`config.mk`:
```
export PLATFORM = sky130hd
export DESIGN_NAME = gpq_top
export DESIGN_NICKNAME = d
export VERILOG_FILES = /design/src/hw/gpq_axis.v /design/src/hw/gpq_sync.v /design/src/hw/gpq_top.v
export VERILOG_INCLUDE_DIRS = /design/src /design/src/common
export SDC_FILE = /design/constraint.sdc
export NUM_CORES = 1
export LEC_CHECK = 0
export ABC_CLOCK_PERIOD_IN_PS = 3200
export BUFFER_PORTS_ARGS = -buffer_cell sky130_fd_sc_hd__buf_2
export CORE_ASPECT_RATIO = 1.75
export CORE_MARGIN = 2
export CORE_UTILIZATION = 30
export DETAILED_ROUTE_END_ITERATION = 8
export PLACE_DENSITY = 0.53
export SLEW_MARGIN = 30
export SYNTH_ARGS = -nofsm -noshare
export SYNTH_HDL_FRONTEND = slang
export SYNTH_SLANG_ARGS = --single-unit
```
`constraint.sdc`:
```
create_clock -name hclk -period 3.2 [get_ports hclk]
set_clock_uncertainty 0.2 [all_clocks]
set_input_delay 0 -clock hclk [delete_from_list [all_inputs] [get_ports hclk]]
set_output_delay 0 -clock hclk [all_outputs]
set_load 0.005 [all_outputs]
```
`src/common/gpq_regs.vh`:
```
`ifndef GPQ_REGS_VH
`define GPQ_REGS_VH

// ****************************************************************
// Register byte offsets
// ****************************************************************
`define GPQ_LEFT_POS_OFF      32'h0000_0000
`define GPQ_RIGHT_POS_OFF     32'h0000_0004
`define GPQ_STATUS_OFF        32'h0000_0008
`define GPQ_PRESET_OFF        32'h0000_000C

// ****************************************************************
// Reset values
// ****************************************************************
`define GPQ_COUNT_RESET       8'h00
`define GPQ_PRESET_RESET      16'h0000
`define GPQ_WORD_ZERO         32'h0000_0000

// ****************************************************************
// Field positions
// ****************************************************************
`define GPQ_POS_WIDTH         16
`define GPQ_PRESET_V_HI       15
`define GPQ_PRESET_V_LO       10
`define GPQ_PRESET_H_HI       7
`define GPQ_PRESET_H_LO       2
`define GPQ_STAT_BTN_LO       0
`define GPQ_STAT_SKIP_LO      8
`define GPQ_STAT_SKIP_HI      11

// ****************************************************************
// Bus encodings
// ****************************************************************
`define GPQ_HTRANS_NONSEQ     2'h2
`define GPQ_HTRANS_SEQ        2'h3
`define GPQ_HSIZE_WORD        3'h2
`define GPQ_HRESP_OKAY        1'h0

// ****************************************************************
// Quadrature step codes (new minus old, modulo four)
// ****************************************************************
`define GPQ_STEP_UP           2'h1
`define GPQ_STEP_SKIP         2'h2
`define GPQ_STEP_DOWN         2'h3
`define GPQ_LOW_MAX           2'h3
`define GPQ_LOW_MIN           2'h0
`define GPQ_UPPER_ONE         6'h01

// ****************************************************************
// Settling after reset
// ****************************************************************
`define GPQ_SETTLE_RESET      3'h0
`define GPQ_SETTLE_MSB        2

`endif

```
`src/hw/gpq_axis.v`:
```
`timescale 1ns/100ps
`include "gpq_regs.vh"
`default_nettype none

// ****************************************************************
// One 8-bit quadrature axis counter
// ****************************************************************
// The low two bits always mirror the pins: bit 1 is the phase pin,
// bit 0 is pulse xor phase. A gray-code walk on the pins is then a
// binary walk on these bits, and only the upper six bits need an
// adder. The same bits serve joystick switches with no mode setting.
// Steps and skips only count while count_en is high, so the first
// real pin code after reset is not taken for motion.
module gpq_axis
(
    input  wire       hclk,
    input  wire       hresetn,
    input  wire       pulse_in,
    input  wire       phase_in,
    input  wire       count_en,
    input  wire       load,
    input  wire [5:0] load_value,
    output reg  [7:0] count,
    output reg        skip
);

    wire [1:0] next_low;
    wire [1:0] step;

    // Pin code and its distance from the stored code
    assign next_low = {phase_in, pulse_in ^ phase_in};
    assign step     = next_low - count[1:0];

    // Carry into the upper bits on wrap; count wraps modulo 256
    always @(posedge hclk or negedge hresetn)
    begin
        if (!hresetn)
        begin
            count <= `GPQ_COUNT_RESET;
            skip  <= 1'b0;
        end
        else
        begin
            count[1:0] <= next_low;
            skip       <= count_en && (step == `GPQ_STEP_SKIP);
            if (load)
                count[7:2] <= load_value;
            else if (count_en && step == `GPQ_STEP_UP &&
                     next_low == `GPQ_LOW_MIN)
                count[7:2] <= count[7:2] + `GPQ_UPPER_ONE;
            else if (count_en && step == `GPQ_STEP_DOWN &&
                     next_low == `GPQ_LOW_MAX)
                count[7:2] <= count[7:2] - `GPQ_UPPER_ONE;
        end
    end

endmodule

`default_nettype wire

```
`src/hw/gpq_sync.v`:
```
`timescale 1ns/100ps
`default_nettype none

// ****************************************************************
// Two-stage synchroniser for the connector pins
// ****************************************************************
module gpq_sync
(
    input  wire       hclk,
    input  wire       hresetn,
    input  wire [7:0] pins_in,
    output reg  [7:0] pins_sync
);

    reg [7:0] meta;

    // First stage feeds only the second stage
    always @(posedge hclk or negedge hresetn)
    begin
        if (!hresetn)
        begin
            meta      <= 8'h00;
            pins_sync <= 8'h00;
        end
        else
        begin
            meta      <= pins_in;
            pins_sync <= meta;
        end
    end

endmodule

`default_nettype wire

```
`src/hw/gpq_top.v`:
```
// Contract
// - Each port has a 16-bit position word: vertical high, horizontal low.
// - Vertical count falls on upward steps and rises on downward steps.
// - Horizontal count rises on rightward steps and falls on leftward.
// - Joystick forward is bit 9 xor bit 8; left is bit 9.
// - Joystick back is bit 1 xor bit 0; right is bit 1.
// - Joystick and mouse share pins and counters, with no mode setting.
// - Counts are always valid; a read at any time is coherent.
// - Right connector feeds position word 1, left connector word 0.
// - Left and right inputs double as buttons for proportional use.
// - Each 8-bit count wraps modulo 256.
`timescale 1ns/100ps
`include "gpq_regs.vh"
`default_nettype none

module gpq_top
(
    input  wire        hclk,
    input  wire        hresetn,
    input  wire        hsel,
    input  wire [31:0] haddr,
    input  wire [1:0]  htrans,
    input  wire        hwrite,
    input  wire [2:0]  hsize,
    input  wire [31:0] hwdata,
    input  wire        hready,
    output wire        hreadyout,
    output wire        hresp,
    output reg  [31:0] hrdata,
    input  wire        left_vertical_pulse_in,
    input  wire        left_vertical_phase_in,
    input  wire        left_horizontal_pulse_in,
    input  wire        left_horizontal_phase_in,
    input  wire        right_vertical_pulse_in,
    input  wire        right_vertical_phase_in,
    input  wire        right_horizontal_pulse_in,
    input  wire        right_horizontal_phase_in
);

    // ****************************************************************
    // Declarations
    // ****************************************************************
    wire [7:0]  pins_raw;
    wire [7:0]  pins_sync;
    wire [7:0]  left_vertical_count;
    wire [7:0]  left_horizontal_count;
    wire [7:0]  right_vertical_count;
    wire [7:0]  right_horizontal_count;
    wire [3:0]  skip_event;
    wire [15:0] left_port_position;
    wire [15:0] right_port_position;
    wire [3:0]  button_view;
    wire        addr_phase;
    wire        write_phase;
    wire [3:0]  skip_clear;
    reg  [3:0]  next_skip_flags;
    reg  [3:0]  skip_flags;
    reg  [15:0] counter_preset;
    reg         preset_load;
    reg         dphase_write;
    reg  [31:0] dphase_addr;
    reg  [31:0] next_hrdata;
    reg  [`GPQ_SETTLE_MSB:0] settle;
    wire        counting;

    // ****************************************************************
    // Helper functions
    // ****************************************************************

    // Word hit on one register, full address compared
    function hit;
        input [31:0] addr;
        input [31:0] offset;
        begin
            hit = (addr == offset);
        end
    endfunction

    // Active-high view of the two direction switches of a port
    function [1:0] buttons;
        input [15:0] position;
        begin
            buttons = {~position[9], ~position[1]};
        end
    endfunction

    // ****************************************************************
    // Pin synchronisation
    // ****************************************************************

    // Connector pins are asynchronous to hclk
    assign pins_raw = {right_horizontal_phase_in,
                       right_horizontal_pulse_in,
                       right_vertical_phase_in,
                       right_vertical_pulse_in,
                       left_horizontal_phase_in,
                       left_horizontal_pulse_in,
                       left_vertical_phase_in,
                       left_vertical_pulse_in};

    gpq_sync u_sync
    (
        .hclk      (hclk),
        .hresetn   (hresetn),
        .pins_in   (pins_raw),
        .pins_sync (pins_sync)
    );

    // ****************************************************************
    // Settling after reset
    // ****************************************************************
    // The synchroniser leaves reset showing every pin low and turns
    // into the true pin levels two edges later. A device resting on
    // any code but zero would then look like a step or a skip. The
    // low count bits follow the pins from the start; only the upper
    // bits and the skip flags wait. Motion in those edges is lost.

    // Shift in ones until the synchronised pins are trustworthy
    always @(posedge hclk or negedge hresetn)
    begin
        if (!hresetn)
            settle <= `GPQ_SETTLE_RESET;
        else
            settle <= {settle[`GPQ_SETTLE_MSB-1:0], 1'b1};
    end

    // Counting starts one edge after the pins first show up
    assign counting = settle[`GPQ_SETTLE_MSB];

    // ****************************************************************
    // Axis counters
    // ****************************************************************
    // Direction follows the pin order: a device moving down or right
    // walks its code forward, up or left walks it backward.

    // Left connector, vertical pair
    gpq_axis u_left_vertical
    (
        .hclk       (hclk),
        .hresetn    (hresetn),
        .pulse_in   (pins_sync[0]),
        .count_en   (counting),
        .phase_in   (pins_sync[1]),
        .load       (preset_load),
        .load_value (counter_preset[`GPQ_PRESET_V_HI:`GPQ_PRESET_V_LO]),
        .count      (left_vertical_count),
        .skip       (skip_event[0])
    );

    // Left connector, horizontal pair
    gpq_axis u_left_horizontal
    (
        .hclk       (hclk),
        .hresetn    (hresetn),
        .pulse_in   (pins_sync[2]),
        .count_en   (counting),
        .phase_in   (pins_sync[3]),
        .load       (preset_load),
        .load_value (counter_preset[`GPQ_PRESET_H_HI:`GPQ_PRESET_H_LO]),
        .count      (left_horizontal_count),
        .skip       (skip_event[1])
    );

    // Right connector, vertical pair
    gpq_axis u_right_vertical
    (
        .hclk       (hclk),
        .hresetn    (hresetn),
        .pulse_in   (pins_sync[4]),
        .count_en   (counting),
        .phase_in   (pins_sync[5]),
        .load       (preset_load),
        .load_value (counter_preset[`GPQ_PRESET_V_HI:`GPQ_PRESET_V_LO]),
        .count      (right_vertical_count),
        .skip       (skip_event[2])
    );

    // Right connector, horizontal pair
    gpq_axis u_right_horizontal
    (
        .hclk       (hclk),
        .hresetn    (hresetn),
        .pulse_in   (pins_sync[6]),
        .count_en   (counting),
        .phase_in   (pins_sync[7]),
        .load       (preset_load),
        .load_value (counter_preset[`GPQ_PRESET_H_HI:`GPQ_PRESET_H_LO]),
        .count      (right_horizontal_count),
        .skip       (skip_event[3])
    );

    // ****************************************************************
    // Position words
    // ****************************************************************

    // Vertical in the high byte, horizontal in the low byte
    assign left_port_position  = {left_vertical_count,
                                  left_horizontal_count};
    assign right_port_position = {right_vertical_count,
                                  right_horizontal_count};

    // Button view: left port in bits 1:0, right port in bits 3:2
    assign button_view = {buttons(right_port_position),
                          buttons(left_port_position)};

    // ****************************************************************
    // Bus slave: address phase
    // ****************************************************************
    // Zero wait states, so every transfer ends in one data phase and
    // the only answer is OKAY. Only whole-word transfers act.

    assign hreadyout = 1'b1;
    assign hresp     = `GPQ_HRESP_OKAY;

    // A valid word transfer aimed at this slave
    assign addr_phase = hsel && hready && hsize == `GPQ_HSIZE_WORD &&
                        (htrans == `GPQ_HTRANS_NONSEQ ||
                         htrans == `GPQ_HTRANS_SEQ);

    // Read mux; counters are read as they stand, never stale
    always @*
    begin
        next_hrdata = `GPQ_WORD_ZERO;
        if (hit(haddr, `GPQ_LEFT_POS_OFF))
            next_hrdata = {16'h0000, left_port_position};
        else if (hit(haddr, `GPQ_RIGHT_POS_OFF))
            next_hrdata = {16'h0000, right_port_position};
        else if (hit(haddr, `GPQ_STATUS_OFF))
            next_hrdata = {20'h0_0000, skip_flags, 4'h0, button_view};
        else if (hit(haddr, `GPQ_PRESET_OFF))
            next_hrdata = {16'h0000, counter_preset};
    end

    // Capture read data and the write target for the data phase
    always @(posedge hclk or negedge hresetn)
    begin
        if (!hresetn)
        begin
            hrdata       <= `GPQ_WORD_ZERO;
            dphase_write <= 1'b0;
            dphase_addr  <= `GPQ_WORD_ZERO;
        end
        else
        begin
            dphase_write <= addr_phase && hwrite;
            if (addr_phase)
                dphase_addr <= haddr;
            if (addr_phase && !hwrite)
                hrdata <= next_hrdata;
        end
    end

    // ****************************************************************
    // Bus slave: data phase writes
    // ****************************************************************

    // Write data stands in the cycle after the address phase
    assign write_phase = dphase_write;

    // Preset register; a write also loads all upper count bits once
    always @(posedge hclk or negedge hresetn)
    begin
        if (!hresetn)
        begin
            counter_preset <= `GPQ_PRESET_RESET;
            preset_load    <= 1'b0;
        end
        else
        begin
            preset_load <= 1'b0;
            if (write_phase && hit(dphase_addr, `GPQ_PRESET_OFF))
            begin
                counter_preset <= hwdata[15:0];
                preset_load    <= 1'b1;
            end
        end
    end

    // ****************************************************************
    // Skipped-step flags
    // ****************************************************************
    // A two-state jump means the device outran the sampling; the
    // count has lost a step. Write one to clear; a new jump in the
    // clearing cycle keeps the flag set.

    assign skip_clear = (write_phase && hit(dphase_addr, `GPQ_STATUS_OFF))
                        ? hwdata[`GPQ_STAT_SKIP_HI:`GPQ_STAT_SKIP_LO]
                        : 4'h0;

    always @*
    begin
        next_skip_flags = (skip_flags & ~skip_clear) | skip_event;
    end

    always @(posedge hclk or negedge hresetn)
    begin
        if (!hresetn)
            skip_flags <= 4'h0;
        else
            skip_flags <= next_skip_flags;
    end

endmodule

`default_nettype wire

```
==> metrics.csv <==
metric,value,unit
grt_pass1_wl,24500,um
antenna_cells,0,
synth_largest_area_cell,dfrtp_1,
p_sw,1.63,mW
die_w,114,um
ir_drop,0.336,mV
grt_antenna_before_repair,0,
seq_power_share,38.8,%
syn_area,0.00639,mm2
grt-ovfl-total,0,
place_hpwl,10800,um
drive_gt1_share,28.9,%
area_growth,28.9,%
postSynthCellCount,533,
initialDrtViolationCount,121,
r2r-end,u_right_vertical.count[7],
hold_class,in2reg,
grt_pass1_vias,4958,
postSynthAreaPerCell,12.0,um2
timing.final.crit_share,94.7,%
synth.distinct_cells,48,
hold_viol_final,0,
routabilityCongestion,0.788,
htree_levels,4,
crit_required,3.35,ns
slew_violations,0,
clk_latency,0.42,ns
cp_max_fo,7,
synthTopCellsByArea,"dfrtp_1 49%, mux2_2 9.7%, ha_1 4.7%, mux2i_1 3.1%, mux4_2 2.8%",
finalSetupViolCount,0,
path_cells,inv_1 -> ha_1 -> nand4b_1 -> mux2_2 -> ha_1 -> a211oi_1 -> o21bai_1 -> a2111oi_1 -> a31oi_1 -> nand3_1,
yosysSeqAreaShare,48.9,%
pwr-share-clk,35.2,%
clock_sinks,125,
whs_endpoint,hrdata[15],
io_pins,116,
via_per_inst,4.84,
multi_input_area,0.00303,mm2
r2r_slack,0.17,ns
cp_slowest_cell,a2111oi_1,
core,0.0209,mm2
final.setup.worst_slack,0.168,ns
fin_setup_tns,0,ns
hold_path_depth,3,
initial_core_util,30.5,%
die-area,0.0225,mm2
rsz0062_at_grt,no,
io_buffer_count,80,
firstDrtPassIters,4,
yosys_register_bits,125,
grt_usage,14.2,%
crit_arrival,3.18,ns
p_leak,3.79,nW
synth_ff_type,dfrtp_1,
holdWs,0.0209,ns
max_stage_delay,0.44,ns
crit_type,reg2reg,
finalNetCount,792,
synth_edf_count,0,
tightest_slew,0.774,ns
worstRegToRegCells,10,
critical_path.endpoint_type,flop,
cp_common_cell,ha_1,
crit_path_start_kind,flop,
fillCellCount,1991,
placed_cells,853,
r2r_start,u_sync.pins_sync[5],
yosysMostFrequentCell,dfrtp_1,
die_h,197,um
switching_share,30.5,%
critical_path_buf_inv_count,1,
async_flop_share,100,%
wl_per_cell,15.9,um
route.antenna.remaining_nets,0,
cts_buffers,17,
clock-root-buffer,clkbuf_16,
post-cts-setup-buffers,0,
clkTransAtPathRegs,0.06,ns
power_density,649,mW/mm2
row_count,70,
relSlewSlack,48.2,%
ctsLongestPathBuffers,2,
grt_max_degree,102,
post-route-util,39.4,%
cts_tree,done,
drt-total-wl,15100,um
vias,4582,
max_cap_violations,0,
post-route-drc-count,0,
crit_family,compound AO/OA/AOI/OAI gates,
instances_no_fill,947,
p_int,3.71,mW
power_frac_comb,26.0,%
post-route-min-period,3.03,ns
hold_path.startpoint,haddr[2],
outcome,"complete, no violations",
synth_top_area_share,48.9,%
max_freq,330,MHz
ys_warn_count,0,
register_area,0.00313,mm2
yosys-top-cells-count,"125 x dfrtp_1, 55 x mux2_2, 40 x nand2_1",
startpoint,u_sync.pins_sync[5],
pre_cts_ws,0.124,ns
[kinds of logic (layout without fill, tap and decap cells)]
logic type,count (synthesis),in the layout,synth area share [%]
flops,125,125,48.9
other cells,2,19,0.118
xor+xnor,24,24,3.29
mux,88,88,16.8
buf+inv,56,201,4.80
fa+ha+maj,28,28,5.95
compound gates,94,94,9.44
simple gates,116,116,10.6
[placed cells by master, fill, tap and decap left out, types with 8 or more instances in the layout]
cell / n
dfrtp_1: 125
buf_2: 79
dlygate4sd3_1: 61
mux2_2: 55
nand2_1: 40
o21ai_0: 24
ha_1: 24
a21oi_1: 22
mux2i_1: 20
conb_1: 19
xnor2_1: 18
clkbuf_16: 17
inv_1: 16
nor2_1: 13
a21o_1: 12
nor4_1: 11
buf_4: 10
nand4b_1: 8
mux4_2: 8
a22oi_1: 8
[through the flow]
step,total power [mW],area [um2]
floorplan,3.08,6450
global placement,3.35,7020
detailed placement,3.42,7020
CTS,5.40,8230
global route,5.67,8240
finish,5.34,8240
[flip-flops by register name, summed over array words and instances (netlist names)]
| signal | cells |
|---|---|
| u_right_horizontal.count | 8 |
| u_left_vertical.count | 8 |
| u_left_vertical.skip | 1 |
| dphase_addr | 32 |
| counter_preset | 16 |
| u_left_horizontal.count | 8 |
| u_sync.meta | 8 |
| hrdata | 16 |
| u_right_vertical.skip | 1 |
| u_sync.pins_sync | 8 |
| skip_flags | 4 |
| u_right_horizontal.skip | 1 |
| dphase_write | 1 |
| settle | 3 |
| u_right_vertical.count | 8 |
| preset_load | 1 |
| u_left_horizontal.skip | 1 |
[worst reg2reg max path, stage by stage (launching register included)]
cell and delay (ns):
dfrtp_1 0.41, inv_1 0.06, ha_1 0.37, nand4b_1 0.23, mux2_2 0.38, ha_1 0.32, a211oi_1 0.25, o21bai_1 0.14
a2111oi_1 0.44, a31oi_1 0.08, nand3_1 0.09
[worst max-delay path by stage]
stage / endpoint / slack, ns / depth (start not counted)
global route: u_left_vertical.count[6] / 0.002 / 12
finish: u_right_vertical.count[7] / 0.17 / 10
floorplan: u_right_horizontal.count[7] / 0.45 / 11
detailed placement: u_right_horizontal.count[7] / 0.12 / 11
global placement: u_right_horizontal.count[7] / 0.21 / 11
CTS: u_right_horizontal.count[7] / 0.09 / 11
[cell type report]
cell class	instances	area share, %
Sequential cell	125	38.0
Multi-Input combinational cell	369	36.8
Timing Repair Buffer	152	13.6
Clock buffer	19	5.50
Tap cell	252	3.83
Clock inverter	13	1.56
Inverter	17	0.775
[repair_timing]
item | CTS | global route
gates resized for setup | 0 | 4
endpoints found under the hold margin | 200 | 0
setup endpoints to repair | 0 | 5
hold buffers | 62 | 0
[metal layers]
layer	GRT usage, %	vias up	part of all wire, %
li1	-	2210	-
met1	15.2	2246	39
met2	26.5	106	56
met3	2.67	20	3.0
met4	6.05	0	2.3
met5	0	-	0
[power groups by stage]
stage | clock network [mW] | registers (mW) | logic, mW
global route | 2.00 | 2.11 | 1.56
CTS | 1.93 | 2.08 | 1.39
detailed placement | 0 | 2.10 | 1.31
finish | 1.88 | 2.07 | 1.39
global placement | 0 | 2.09 | 1.26
floorplan | 0 | 2.02 | 1.06
(Power assumes the default switching activity.)
